[config.mk]
export PLATFORM = sky130hd
export DESIGN_NAME = fspd_monitor
export DESIGN_NICKNAME = d
export VERILOG_FILES = /design/src/fspd_glitch_filter.v /design/src/fspd_monitor.v
export VERILOG_INCLUDE_DIRS = /design/src /design/src/shared
export SDC_FILE = /design/constraint.sdc
export NUM_CORES = 1
export LEC_CHECK = 0
export ABC_CLOCK_PERIOD_IN_PS = 4350
export BUFFER_PORTS_ARGS = -buffer_cell sky130_fd_sc_hd__buf_2
export CAP_MARGIN = 10
export CELL_PAD_IN_SITES_DETAIL_PLACEMENT = 2
export CELL_PAD_IN_SITES_GLOBAL_PLACEMENT = 2
export CORE_MARGIN = 1.5
export CORE_UTILIZATION = 35
export CTS_CLUSTER_DIAMETER = 60
export DETAILED_ROUTE_END_ITERATION = 7
export PLACE_DENSITY_LB_ADDON = 0.3
export SLEW_MARGIN = 25
export SYNTH_ARGS = -nofsm -noshare
export SYNTH_HDL_FRONTEND = slang
export SYNTH_SLANG_ARGS = --single-unit
[constraint.sdc]
create_clock -name core_clk_in -period 4.35 [get_ports core_clk_in]
set_clock_uncertainty 0.05 [all_clocks]
set_input_delay 0.2175 -clock core_clk_in [delete_from_list [all_inputs] [get_ports core_clk_in]]
set_output_delay 0.2175 -clock core_clk_in [all_outputs]
set_load 0.005 [all_outputs]
[src/shared/fspd_consts.vh]
// Register offsets, field positions, reset values and counts of the fan speed monitor
`ifndef FSPD_CONSTS_VH
`define FSPD_CONSTS_VH

// Register byte offsets on the controller peripheral bus
`define FSPD_OFS_CTRL        8'h00
`define FSPD_OFS_STATUS      8'h04
`define FSPD_OFS_HIGH        8'h08
`define FSPD_OFS_LOW         8'h0c

// Control register fields
`define FSPD_CTL_LIMIT_IE    0
`define FSPD_CTL_ENABLE      1
`define FSPD_CTL_FILTER      8
`define FSPD_CTL_MODE        10
`define FSPD_CTL_EDGES_LO    11
`define FSPD_CTL_EDGES_HI    12
`define FSPD_CTL_READY_IE    14
`define FSPD_CTL_TOGGLE_IE   15
`define FSPD_CTL_READ_LO     16
`define FSPD_CTL_READ_HI     31

// Status register fields
`define FSPD_ST_LIMIT        0
`define FSPD_ST_PIN          1
`define FSPD_ST_TOGGLE       2
`define FSPD_ST_READY        3

// Reset values and counter maximum
`define FSPD_RST_CTRL        16'h0000
`define FSPD_RST_HIGH        16'hffff
`define FSPD_RST_LOW         16'h0000
`define FSPD_RST_COUNT       16'h0000
`define FSPD_CNT_MAX         16'hffff

// Interval lengths in input edges for each edge code
`define FSPD_EDGES_C0        4'h2
`define FSPD_EDGES_C1        4'h3
`define FSPD_EDGES_C2        4'h5
`define FSPD_EDGES_C3        4'h9

// Glitch filter width in slow count clock periods
`define FSPD_FILT_TICKS      3

`endif

[src/fspd_glitch_filter.v]
// Glitch filter: passes a level only after it has held for a number of slow ticks
`timescale 1ns/1ns
module fspd_glitch_filter #(
    parameter TICKS = 3
) (
    input  wire core_clk_in,
    input  wire srst_in,
    input  wire run_in,
    input  wire tick_in,
    input  wire level_in,
    output wire level_out
);
    reg [3:0] held_r;
    reg       level_r;

    assign level_out = level_r;

    // Count ticks while the raw level differs; a narrower pulse restarts the count
    always @(posedge core_clk_in) begin
        if (srst_in) begin
            held_r  <= 4'h0;
            level_r <= 1'b0;
        end else if (run_in) begin
            if (level_in == level_r) begin
                held_r <= 4'h0;
            end else if (tick_in) begin
                if (held_r == TICKS[3:0] - 4'h1) begin
                    level_r <= level_in;
                    held_r  <= 4'h0;
                end else begin
                    held_r <= held_r + 4'h1;
                end
            end
        end
    end
endmodule // fspd_glitch_filter

[src/fspd_monitor.v]
// Fan speed monitor: speed input capture, counters, limits, status and registers
`timescale 1ns/1ns
`include "fspd_consts.vh"

// Functional notes
// RULE1: Out-of-limit status reaches the interrupt only while its enable bit is 1.
// RULE2: Enable bit 0 keeps the block idle, clocks gated, speed pin not driven.
// RULE3: Re-enabling resumes counters where they stopped; pending status stays.
// RULE4: Firmware ignores status and reading until one update follows enabling.
// RULE5: Filter enable rejects input pulses narrower than three slow clock periods.
// RULE6: Mode 0 counts each low-to-high transition of the speed input.
// RULE7: Mode 1 counts slow clock edges, latches and clears after programmed edges.
// RULE8: Edge code 00,01,10,11 selects intervals of 2,3,5,9 input edges.
// RULE9: Mode 0 copies the count to the reading each increment, wraps FFFFh to 0.
// RULE10: Mode 1 also latches and clears when the counter reaches FFFFh.
// RULE11: Firmware may set high limit below FFFFh to catch a stuck fan.
// RULE12: Status bit 0 sets when reading is above high or below low; W1C.
// RULE13: Status bit 1 reads the present speed input level.
// RULE14: Status bit 2 sets on either input transition; W1C; gated into interrupt.
// RULE15: Ready status stays 0 whenever mode select is 0.
// RULE16: Mode 1 sets ready status bit 3 on each latch; W1C; gated into interrupt.
// RULE17: High limit is 16 bits, resets to FFFFh, FFFFh means no above-limit event.
// RULE18: Firmware reads status at start since an active input gives no toggle.
// RULE19: Reading below 16-bit low limit sets out-of-limit; 0000h disables it.
// RULE20: One interrupt output is the OR of each status bit and its enable.
// RULE21: System reset returns control, status, limits and counters to defaults.
module fspd_monitor #(
    parameter FILT_TICKS = `FSPD_FILT_TICKS
) (
    input  wire        core_clk_in,
    input  wire        srst_in,
    input  wire        speed_pin_in,
    input  wire        count_clk_in,
    input  wire [7:0]  reg_addr_in,
    input  wire        reg_wr_in,
    input  wire        reg_rd_in,
    input  wire [31:0] reg_wdata_in,
    output reg  [31:0] reg_rdata_out,
    output reg         reg_rvalid_out,
    output reg         irq_out,
    output reg         speed_pin_ie_out
);
    // Control and limit storage
    reg        limit_ie_r;
    reg        enable_r;
    reg        filter_r;
    reg        mode_r;
    reg [1:0]  edges_r;
    reg        ready_ie_r;
    reg        toggle_ie_r;
    reg [15:0] high_r;
    reg [15:0] low_r;

    // Counting state
    reg [15:0] count_r;
    reg [15:0] count_nxt;
    reg [15:0] reading_r;
    reg [15:0] reading_nxt;
    reg [3:0]  edge_seen_r;
    reg [3:0]  edge_seen_nxt;
    reg        latch_evt;

    // Status bits
    reg        st_limit_r;
    reg        st_toggle_r;
    reg        st_ready_r;

    // Synchronisers for the two outside inputs
    reg  [2:0] pin_sync_r;
    reg  [2:0] clk_sync_r;
    reg        pin_lvl_r;
    reg        clk_lvl_r;
    reg        speed_prev_r;

    wire       pin_lvl_nxt;
    wire       clk_lvl_nxt;
    wire       slow_tick;
    wire       filt_lvl;
    wire       speed_lvl;
    wire       speed_rise;
    wire       speed_any;
    wire [3:0] edges_target;
    wire       wr_ctrl;
    wire       wr_status;
    wire       out_of_limit;

    assign wr_ctrl   = reg_wr_in && (reg_addr_in == `FSPD_OFS_CTRL);
    assign wr_status = reg_wr_in && (reg_addr_in == `FSPD_OFS_STATUS);

    // Three-stage sampling; a change counts once stages two and three agree.
    // Sampling stops while idle so the pins are not watched at all. [RULE2]
    always @(posedge core_clk_in) begin
        if (srst_in) begin
            pin_sync_r <= 3'h0;
            clk_sync_r <= 3'h0;
            pin_lvl_r  <= 1'b0;
            clk_lvl_r  <= 1'b0;
        end else if (enable_r) begin
            pin_sync_r <= {pin_sync_r[1:0], speed_pin_in};
            clk_sync_r <= {clk_sync_r[1:0], count_clk_in};
            pin_lvl_r  <= pin_lvl_nxt;
            clk_lvl_r  <= clk_lvl_nxt;
        end
    end

    // Stage one is read only by stage two
    assign pin_lvl_nxt = (pin_sync_r[1] == pin_sync_r[2]) ? pin_sync_r[2] : pin_lvl_r;
    assign clk_lvl_nxt = (clk_sync_r[1] == clk_sync_r[2]) ? clk_sync_r[2] : clk_lvl_r;
    assign slow_tick   = enable_r && clk_lvl_nxt && !clk_lvl_r;

    // Glitch filter on the slow count clock [RULE5]
    fspd_glitch_filter #(
        .TICKS     (FILT_TICKS)
    ) u_filter (
        .core_clk_in (core_clk_in),
        .srst_in     (srst_in),
        .run_in      (enable_r),
        .tick_in     (slow_tick),
        .level_in    (pin_lvl_r),
        .level_out   (filt_lvl)
    );

    // Filter is bypassed when disabled [RULE5]
    assign speed_lvl  = filter_r ? filt_lvl : pin_lvl_r;
    assign speed_rise = enable_r && speed_lvl && !speed_prev_r;
    assign speed_any  = enable_r && (speed_lvl != speed_prev_r);

    always @(posedge core_clk_in) begin
        if (srst_in) begin
            speed_prev_r <= 1'b0;
        end else if (enable_r) begin
            speed_prev_r <= speed_lvl;
        end
    end

    // Interval length lookup [RULE8]
    assign edges_target = (edges_r == 2'b00) ? `FSPD_EDGES_C0 :
                          (edges_r == 2'b01) ? `FSPD_EDGES_C1 :
                          (edges_r == 2'b10) ? `FSPD_EDGES_C2 : `FSPD_EDGES_C3;

    // Counter, edge tally and reading; all frozen while idle [RULE3]
    always @* begin
        count_nxt     = count_r;
        reading_nxt   = reading_r;
        edge_seen_nxt = edge_seen_r;
        latch_evt     = 1'b0;
        if (enable_r) begin
            if (!mode_r) begin
                // Edge-count mode: reading follows every increment, wraps [RULE6] [RULE9]
                if (speed_rise) begin
                    count_nxt   = count_r + 16'h0001;
                    reading_nxt = count_r + 16'h0001;
                    latch_evt   = 1'b1;
                end
            end else begin
                // Clock-count mode; the closing edge also opens the next interval
                if (speed_any) begin
                    edge_seen_nxt = edge_seen_r + 4'h1;
                end
                if (speed_any && (edge_seen_r + 4'h1 >= edges_target)) begin
                    reading_nxt   = count_r;                       // [RULE7]
                    count_nxt     = `FSPD_RST_COUNT;
                    edge_seen_nxt = 4'h1;
                    latch_evt     = 1'b1;
                end else if (count_r == `FSPD_CNT_MAX) begin
                    // Saturated before enough edges: report FFFFh and restart [RULE10]
                    reading_nxt   = count_r;
                    count_nxt     = `FSPD_RST_COUNT;
                    edge_seen_nxt = 4'h0;
                    latch_evt     = 1'b1;
                end else if (slow_tick) begin
                    count_nxt = count_r + 16'h0001;                // [RULE7]
                end
            end
        end
    end

    always @(posedge core_clk_in) begin
        if (srst_in) begin
            count_r     <= `FSPD_RST_COUNT;                       // [RULE21]
            reading_r   <= `FSPD_RST_COUNT;
            edge_seen_r <= 4'h0;
        end else begin
            count_r     <= count_nxt;
            reading_r   <= reading_nxt;
            edge_seen_r <= edge_seen_nxt;
        end
    end

    // Limits are judged on the freshly latched value; FFFFh high and 0000h low
    // can never trip because no reading lies outside them [RULE17] [RULE19]
    assign out_of_limit = latch_evt && ((reading_nxt > high_r) || (reading_nxt < low_r));

    // Control and limit registers
    always @(posedge core_clk_in) begin
        if (srst_in) begin
            limit_ie_r  <= 1'b0;                                   // [RULE21]
            enable_r    <= 1'b0;
            filter_r    <= 1'b0;
            mode_r      <= 1'b0;
            edges_r     <= 2'b00;
            ready_ie_r  <= 1'b0;
            toggle_ie_r <= 1'b0;
            high_r      <= `FSPD_RST_HIGH;
            low_r       <= `FSPD_RST_LOW;
        end else begin
            if (wr_ctrl) begin
                limit_ie_r  <= reg_wdata_in[`FSPD_CTL_LIMIT_IE];
                enable_r    <= reg_wdata_in[`FSPD_CTL_ENABLE];     // [RULE2]
                filter_r    <= reg_wdata_in[`FSPD_CTL_FILTER];
                mode_r      <= reg_wdata_in[`FSPD_CTL_MODE];
                edges_r     <= reg_wdata_in[`FSPD_CTL_EDGES_HI:`FSPD_CTL_EDGES_LO];
                ready_ie_r  <= reg_wdata_in[`FSPD_CTL_READY_IE];
                toggle_ie_r <= reg_wdata_in[`FSPD_CTL_TOGGLE_IE];
            end
            if (reg_wr_in && (reg_addr_in == `FSPD_OFS_HIGH)) begin
                high_r <= reg_wdata_in[15:0];                      // [RULE17]
            end
            if (reg_wr_in && (reg_addr_in == `FSPD_OFS_LOW)) begin
                low_r <= reg_wdata_in[15:0];                       // [RULE19]
            end
        end
    end

    // Sticky status; a new event in the clearing cycle wins over the clear.
    // Nothing here is cleared by disabling, so stale events stay pending. [RULE3]
    always @(posedge core_clk_in) begin
        if (srst_in) begin
            st_limit_r  <= 1'b0;                                   // [RULE21]
            st_toggle_r <= 1'b0;
            st_ready_r  <= 1'b0;
        end else begin
            if (out_of_limit) begin
                st_limit_r <= 1'b1;                                // [RULE12] [RULE19]
            end else if (wr_status && reg_wdata_in[`FSPD_ST_LIMIT]) begin
                st_limit_r <= 1'b0;                                // [RULE12]
            end
            if (speed_any) begin
                st_toggle_r <= 1'b1;                               // [RULE14]
            end else if (wr_status && reg_wdata_in[`FSPD_ST_TOGGLE]) begin
                st_toggle_r <= 1'b0;                               // [RULE14]
            end
            if (!mode_r) begin
                st_ready_r <= 1'b0;                                // [RULE15]
            end else if (latch_evt) begin
                st_ready_r <= 1'b1;                                // [RULE16]
            end else if (wr_status && reg_wdata_in[`FSPD_ST_READY]) begin
                st_ready_r <= 1'b0;                                // [RULE16]
            end
        end
    end

    // Interrupt and pin buffer enable, both registered
    always @(posedge core_clk_in) begin
        if (srst_in) begin
            irq_out          <= 1'b0;
            speed_pin_ie_out <= 1'b0;
        end else begin
            irq_out <= (st_limit_r && limit_ie_r) ||               // [RULE1] [RULE20]
                       (st_toggle_r && toggle_ie_r) ||             // [RULE14] [RULE20]
                       (st_ready_r && ready_ie_r);                 // [RULE16] [RULE20]
            speed_pin_ie_out <= enable_r;                          // [RULE2]
        end
    end

    // Read port: one cycle latency, unmapped offsets read zero.
    // A read has no side effect, so the counter keeps running. [RULE9]
    always @(posedge core_clk_in) begin
        if (srst_in) begin
            reg_rdata_out  <= 32'h0000_0000;
            reg_rvalid_out <= 1'b0;
        end else begin
            reg_rvalid_out <= reg_rd_in;
            reg_rdata_out  <= 32'h0000_0000;
            if (reg_rd_in) begin
                case (reg_addr_in)
                    `FSPD_OFS_CTRL: begin
                        reg_rdata_out <= {reading_r, toggle_ie_r, ready_ie_r, 1'b0,
                                          edges_r, mode_r, 1'b0, filter_r,
                                          6'h00, enable_r, limit_ie_r};
                    end
                    `FSPD_OFS_STATUS: begin
                        reg_rdata_out <= {28'h0000000, st_ready_r, st_toggle_r,
                                          speed_lvl, st_limit_r};  // [RULE13]
                    end
                    `FSPD_OFS_HIGH: begin
                        reg_rdata_out <= {16'h0000, high_r};
                    end
                    `FSPD_OFS_LOW: begin
                        reg_rdata_out <= {16'h0000, low_r};
                    end
                    default: begin
                        reg_rdata_out <= 32'h0000_0000;
                    end
                endcase
            end
        end
    end
endmodule // fspd_monitor
# Yosys cells after proc, flatten, opt, wreduce, memory -nomap -nowiden
# Index checks and enable logic that the tools add are counted.
# classes
n_bitwise,3
n_shift,0
n_addsub,3
reduce_logical,37
n_mux,33
n_eq_ne,12
n_mul,0
div_mod_pow,0
n_lt_le_gt_ge,3
# ops
cell,count
$mux 16,10
$pmux 32 s4,1
$mux 4,9
$logic_and 1x1->1,17
$add 16x1->16 const B,1
$eq 16x16->1 const B,1
$eq 8x4->1 const B,2
$gt 16x16->1,1
$lt 16x16->1,1
$mux 1,13
$reduce_bool 2->1,5
$add 4x1->4 const B,2
$eq 8x3->1 const B,1
$logic_not 8->1,1
$reduce_and 3->1,2
$eq 4x2->1 const B,1
$ge 4x4->1,1
$ne 4x1->1 const B,1
$reduce_and 2->1,2
$reduce_and 4->1,1
$reduce_or 2->1,2
$eq 1x1->1,3
$logic_or 1x1->1,3
$not 1->1,3
6 further kinds,7
# word_totals
mem_count,0
input_bits,46
ramBits,0
out_inout_bits,35
romBits,0
register_bits,128
latch_bits,0

# Logic depth before layout (Yosys ltp)
# logic_depth
depth_word,13
depth_mapped,17
ltp_nobuf,15

# By module
# From an unflattened synthesis, not the netlist that was laid out.
# unflattened
cells_unflattened,798
hier_area_um2,6757.7
# modules_own_cells
module,n_inst,cells_per_inst,seq_area_each_um2,area_per_inst_um2
fspd_monitor,1,764,2462.4,6433.7
fspd_glitch_filter,1,34,100.1,324.1

# Worst setup path before layout
# Ideal clock, no wire load.
# synth_timing
kind,reg-to-reg
from,reg edges_r[1]
to,reg st_limit_r
arrival_ns,3.495
required_ns,4.209
synth_period_minus_slack_ns,3.636
slack_ns,0.714
path_stages_with_launch,17
setup_ns,0.091
cell_sequence,dfxtp_1 > or2_2 > ha_1 > nand2b_1 > a2111o_1 > o2111a_1 > buf_6 > o21ai_2 > buf_2 > a211oi_1 > nor3_1 > ha_1 > o21ai_0 > a21oi_1 > o31ai_1 > o311ai_1 > a311oi_1
# synth_between
elab_chain_cells,13
# synth_lines
element,line_no,source
start: declaration,fspd_monitor.v:48,reg [1:0] edges_r;
start signal: assignment,fspd_monitor.v:212,edges_r <= reg_wdata_in[`FSPD_CTL_EDGES_HI:`FSPD_CTL_EDGES_LO];
$eq 2x2->1,fspd_monitor.v:139,(edges_r == 2'b10) ? `FSPD_EDGES_C2 : `FSPD_EDGES_C3;
$mux 4 (no source line) (2 in a row),n/a,
$mux 4 (no source line) *,n/a,
$ge 4x4->1 *,fspd_monitor.v:160,if (speed_any && (edge_seen_r + 4'h1 >= edges_target)) begin
$logic_and 1x1->1 *,fspd_monitor.v:160,
$mux 16 *,fspd_monitor.v:160,
$mux 16 *,fspd_monitor.v:148,if (!mode_r) begin
$mux 16 *,fspd_monitor.v:147,if (enable_r) begin
net reading_nxt[12],fspd_monitor.v:58,reg [15:0] reading_nxt;
$gt 16x16->1 or $lt 16x16->1 (tied branches),fspd_monitor.v:192,assign out_of_limit = latch_evt && ((reading_nxt > high_r) || (reading_nxt < low_r));
$logic_or 1x1->1 *,fspd_monitor.v:192,
$logic_and 1x1->1 *,fspd_monitor.v:192,
$mux 1 or $reduce_bool 2->1 (tied branches),n/a,
end signal: assignment,fspd_monitor.v:229,st_limit_r <= 1'b0;
end signal: assignment,fspd_monitor.v:234,st_limit_r <= 1'b1;
end signal: assignment,fspd_monitor.v:236,st_limit_r <= 1'b0;
end: declaration,fspd_monitor.v:64,reg st_limit_r;
# Mark *: on every way through the listed nets, which the timed path passes. The rest lies on a longest branch.
# A chain may end at the register's enable or synchronous reset.

# Worst setup path in the final report
# layout_timing
from,reg filter_r
to,reg st_limit_r
# layout_between
elab_chain_cells,11
# layout_lines
element,line_no,source
start: declaration,fspd_monitor.v:46,reg filter_r;
start signal: assignment,fspd_monitor.v:210,filter_r <= reg_wdata_in[`FSPD_CTL_FILTER];
$mux 1 *,fspd_monitor.v:124,assign speed_lvl = filter_r ? filt_lvl : pin_lvl_r;
$ne 1x1->1,fspd_monitor.v:126,assign speed_any = enable_r && (speed_lvl != speed_prev_r);
$logic_and 1x1->1,fspd_monitor.v:126,
$logic_and 1x1->1,fspd_monitor.v:160,
$mux 16,fspd_monitor.v:160,
$mux 16 *,fspd_monitor.v:148,
$mux 16 *,fspd_monitor.v:147,
net reading_nxt[11],fspd_monitor.v:58,
$gt 16x16->1 or $lt 16x16->1 (tied branches),fspd_monitor.v:192,
$logic_or 1x1->1 *,fspd_monitor.v:192,
$logic_and 1x1->1 *,fspd_monitor.v:192,
$mux 1 or $reduce_bool 2->1 (tied branches),n/a,
# Marked as above.

==> flow_summary.ini <==
[run_status]
status = finished, final reports clean

[sta]
rsz0062_at_grt = no
finalSetupViolations = 0
finalHoldViolCount = 0
fmax_mhz = 248
slew_violations = 0
relSlewSlack = 0.319
tightestPinTransition_ns = 1.02
period_minus_slack_ns = 4.04
final.period_utilization = 0.928
hold_slack_ns = 0.00630
finalSetupTns_ns = 0

[routing]
routed_wirelength_mm = 23.9
via_count = 6193
ant_nets = 0
wl_per_cell_um = 22.1
drt_iter0_drc = 280
routed_via_density = 5.73
drtPass1Iterations = 5
drc_errors = 0

[critical_path]
arrival_ns = 4.25
r2r_start = filter_r$_SDFFE_PP0P_
reg2regPathDepth = 12
crit_type = reg2reg
crit_required_ns = 4.57
cp-end-kind = flip-flop
crit_fanout = 17
crit_start = filter_r$_SDFFE_PP0P_
crit_path_start_kind = flip-flop
endpoint = st_limit_r$_SDFFE_PP0P_
r2r_slack_ns = 0.31
r2r-end = st_limit_r$_SDFFE_PP0P_

[synth]
synth_seq_cells = 128
yosysMostFrequentCell = dfxtp_1
synth_area_leader_cell = dfxtp_1
ys.flop_type = dfxtp_1
synthCells = 771
ys_seq_area_frac = 0.390
synth_commonest_cells = dfxtp_1, nand2_1, nor2_1
async_reset_ff_frac = 0
yosysWarnings = 0
synth-edff-count = 0
synth_area_um2 = 6580
synth_cell_types = 70
post_synth.cell_area_avg_um2 = 8.53
yosysTopAreaCellShare = 0.390
syn_nets = 856
synth_area_leaders = dfxtp_1, ha_1, a21oi_1, nand2_1, nor2_1

[final_layout]
final_util = 0.438
fill_cells = 2004
drive_gt1_frac = 0.182
antennaDiodeCount = 0
seq_area_um2 = 2560
layoutNonFillerInstCount = 1081
area_delta_synth_final_pct = 21.3
multi_input_area_um2 = 3730
nNetsFinal = 924

[clock_network]
cts_tree = done
cts_buffers = 17
h-tree-depth = 4
clk_latency_ns = 0.43
cts_setup_buffers = 0
clkSinkCount = 128
clk_pin_slew_worst_paths_ns = 0.06
cts_buffer_depth = 2
clock-root-buffer = clkbuf_16

[die]
fp-row-count = 49
design.die.area_um2 = 19600
coreArea_um2 = 18200
start_util = 0.361
die_h_um = 140
die_w_um = 140
ios = 81

[hold_path]
hold_depth = 2
hold_class = in2reg

[placement]
hpwl_mm = 16.8
gp_congestion = 0.887
io_buffers = 64
dp_cells = 1037

[power_and_ir_drop]
p_leak_nw = 3.28
clkPwrFrac = 0.553
p_seq_frac = 0.412
power_density_nw_per_um2 = 360
intPower_mw = 2.27
p_comb_frac = 0.035
ir_drop_v = 0.000263
power.switching_mw = 0.610
switching_share = 0.212

[grt]
grt_max_degree = 81
gr-total-overflow = 0
antenna_found_initial = 0
grt_pass1_vias = 6911
grt_first_pass_wirelength_mm = 38.0
grt_usage = 0.251

[flow_run]
drv_cap = 0
## worst max-delay path, cell delays in order, from the launching register on
cell and delay, ns:
dfxtp_1 0.39, mux2i_4 0.25, or2_1 0.36, nor2_2 0.62
nand2_1 0.13, a211oi_1 0.59, nor3_2 0.14, buf_4 0.18
ha_1 0.29, nand4_1 0.13, or4_1 0.56, nand3_1 0.10
a311oi_1 0.08
## metrics by stage
| step | cell area (um2) | power, mW | setup slack, ns |
|---|---|---|---|
| floorplan | 6580 | 1.26 | 0.714 |
| global placement | 7140 | 1.29 | 0.317 |
| detailed placement | 7140 | 1.30 | 0.125 |
| CTS | 7910 | 2.91 | 0.104 |
| global route | 7980 | 2.96 | 0.0668 |
| finish | 7980 | 2.88 | 0.311 |
## power by group through the flow
stage          Clock, mW  Combinational [mW]  Sequential (mW)
5_1_grt             1.67               0.110             1.18
2_1_floorplan          0              0.0552             1.21
6_report            1.59               0.101             1.18
3_3_place_gp           0              0.0860             1.21
3_5_place_dp           0              0.0908             1.21
4_1_cts             1.62               0.101             1.18
## cell usage in the layout (no fill, tap or decap), types with 11 or more instances in the layout
master / count
dlygate4sd3_1: 12
buf_4: 22
nand4_1: 16
dfxtp_1: 128
mux2i_1: 27
nor3_1: 11
nor4_1: 12
a21oi_1: 64
ha_1: 39
nand3_1: 22
o21ai_0: 16
nand2_1: 85
buf_2: 63
a211oi_1: 14
nor2_1: 84
inv_1: 40
and2_1: 17
clkbuf_16: 17
a211o_1: 19
## cell type report
class | instances | area share
Clock inverter | 9 | 0.0226
Multi-Input combinational cell | 554 | 0.467
Timing Repair Buffer | 97 | 0.0753
Sequential cell | 128 | 0.321
Clock buffer | 23 | 0.0586
Inverter | 41 | 0.0193
Tap cell | 229 | 0.0359
## routing by layer
metal  routed length (um)  vias up  global-route usage
met5                    0        -                   0
met4                  607        0              0.0848
met3                  811       31              0.0444
met2                11900      136               0.443
met1                10600     3134               0.309
li1                     -     2892                   -
## registers in the layout, indices dropped and copies added (netlist names), 2 cells and up
register	flops
edge_seen_r	4
reading_r	16
pin_sync_r	3
high_r	16
edges_r	2
reg_rdata_out	32
u_filter.held_r	4
clk_sync_r	3
low_r	16
count_r	16
## logic make-up (layout without fill, tap and decap cells)
logic type               count (synthesis)  count (layout)  synth area share
AO/OA/AOI/OAI                          178             178             0.193
XOR/XNOR                                10              10            0.0145
adder cells (fa/ha/maj)                 39              39            0.0742
buffers and inverters                   89             170            0.0548
flip-flops                             128             128             0.390
multiplexers                            33              33            0.0565
AND/OR/NAND/NOR                        294             294             0.217
## worst min path at each step
stage / startpoint / end / slack (ns)
floorplan: srst_in / reg_rvalid_out$_SDFF_PP0_ / 0.26
global placement: reg_wdata_in[13] / high_r[13]$_SDFFE_PP1P_ / 0.38
detailed placement: reg_wdata_in[4] / high_r[4]$_SDFFE_PP1P_ / 0.40
CTS: reg_wdata_in[12] / high_r[12]$_SDFFE_PP1P_ / 0.002
global route: reg_wdata_in[12] / high_r[12]$_SDFFE_PP1P_ / 0.007
finish: reg_wdata_in[12] / high_r[12]$_SDFFE_PP1P_ / 0.006
## what timing repair did
action | 4_1_cts | 5_1_grt
resized for setup | 1 | 12
endpoints found under the hold margin | 17 | 0
setup endpoints to repair | 1 | 1
hold buffers | 12 | 0
Power figures use the tool's default switching activity.
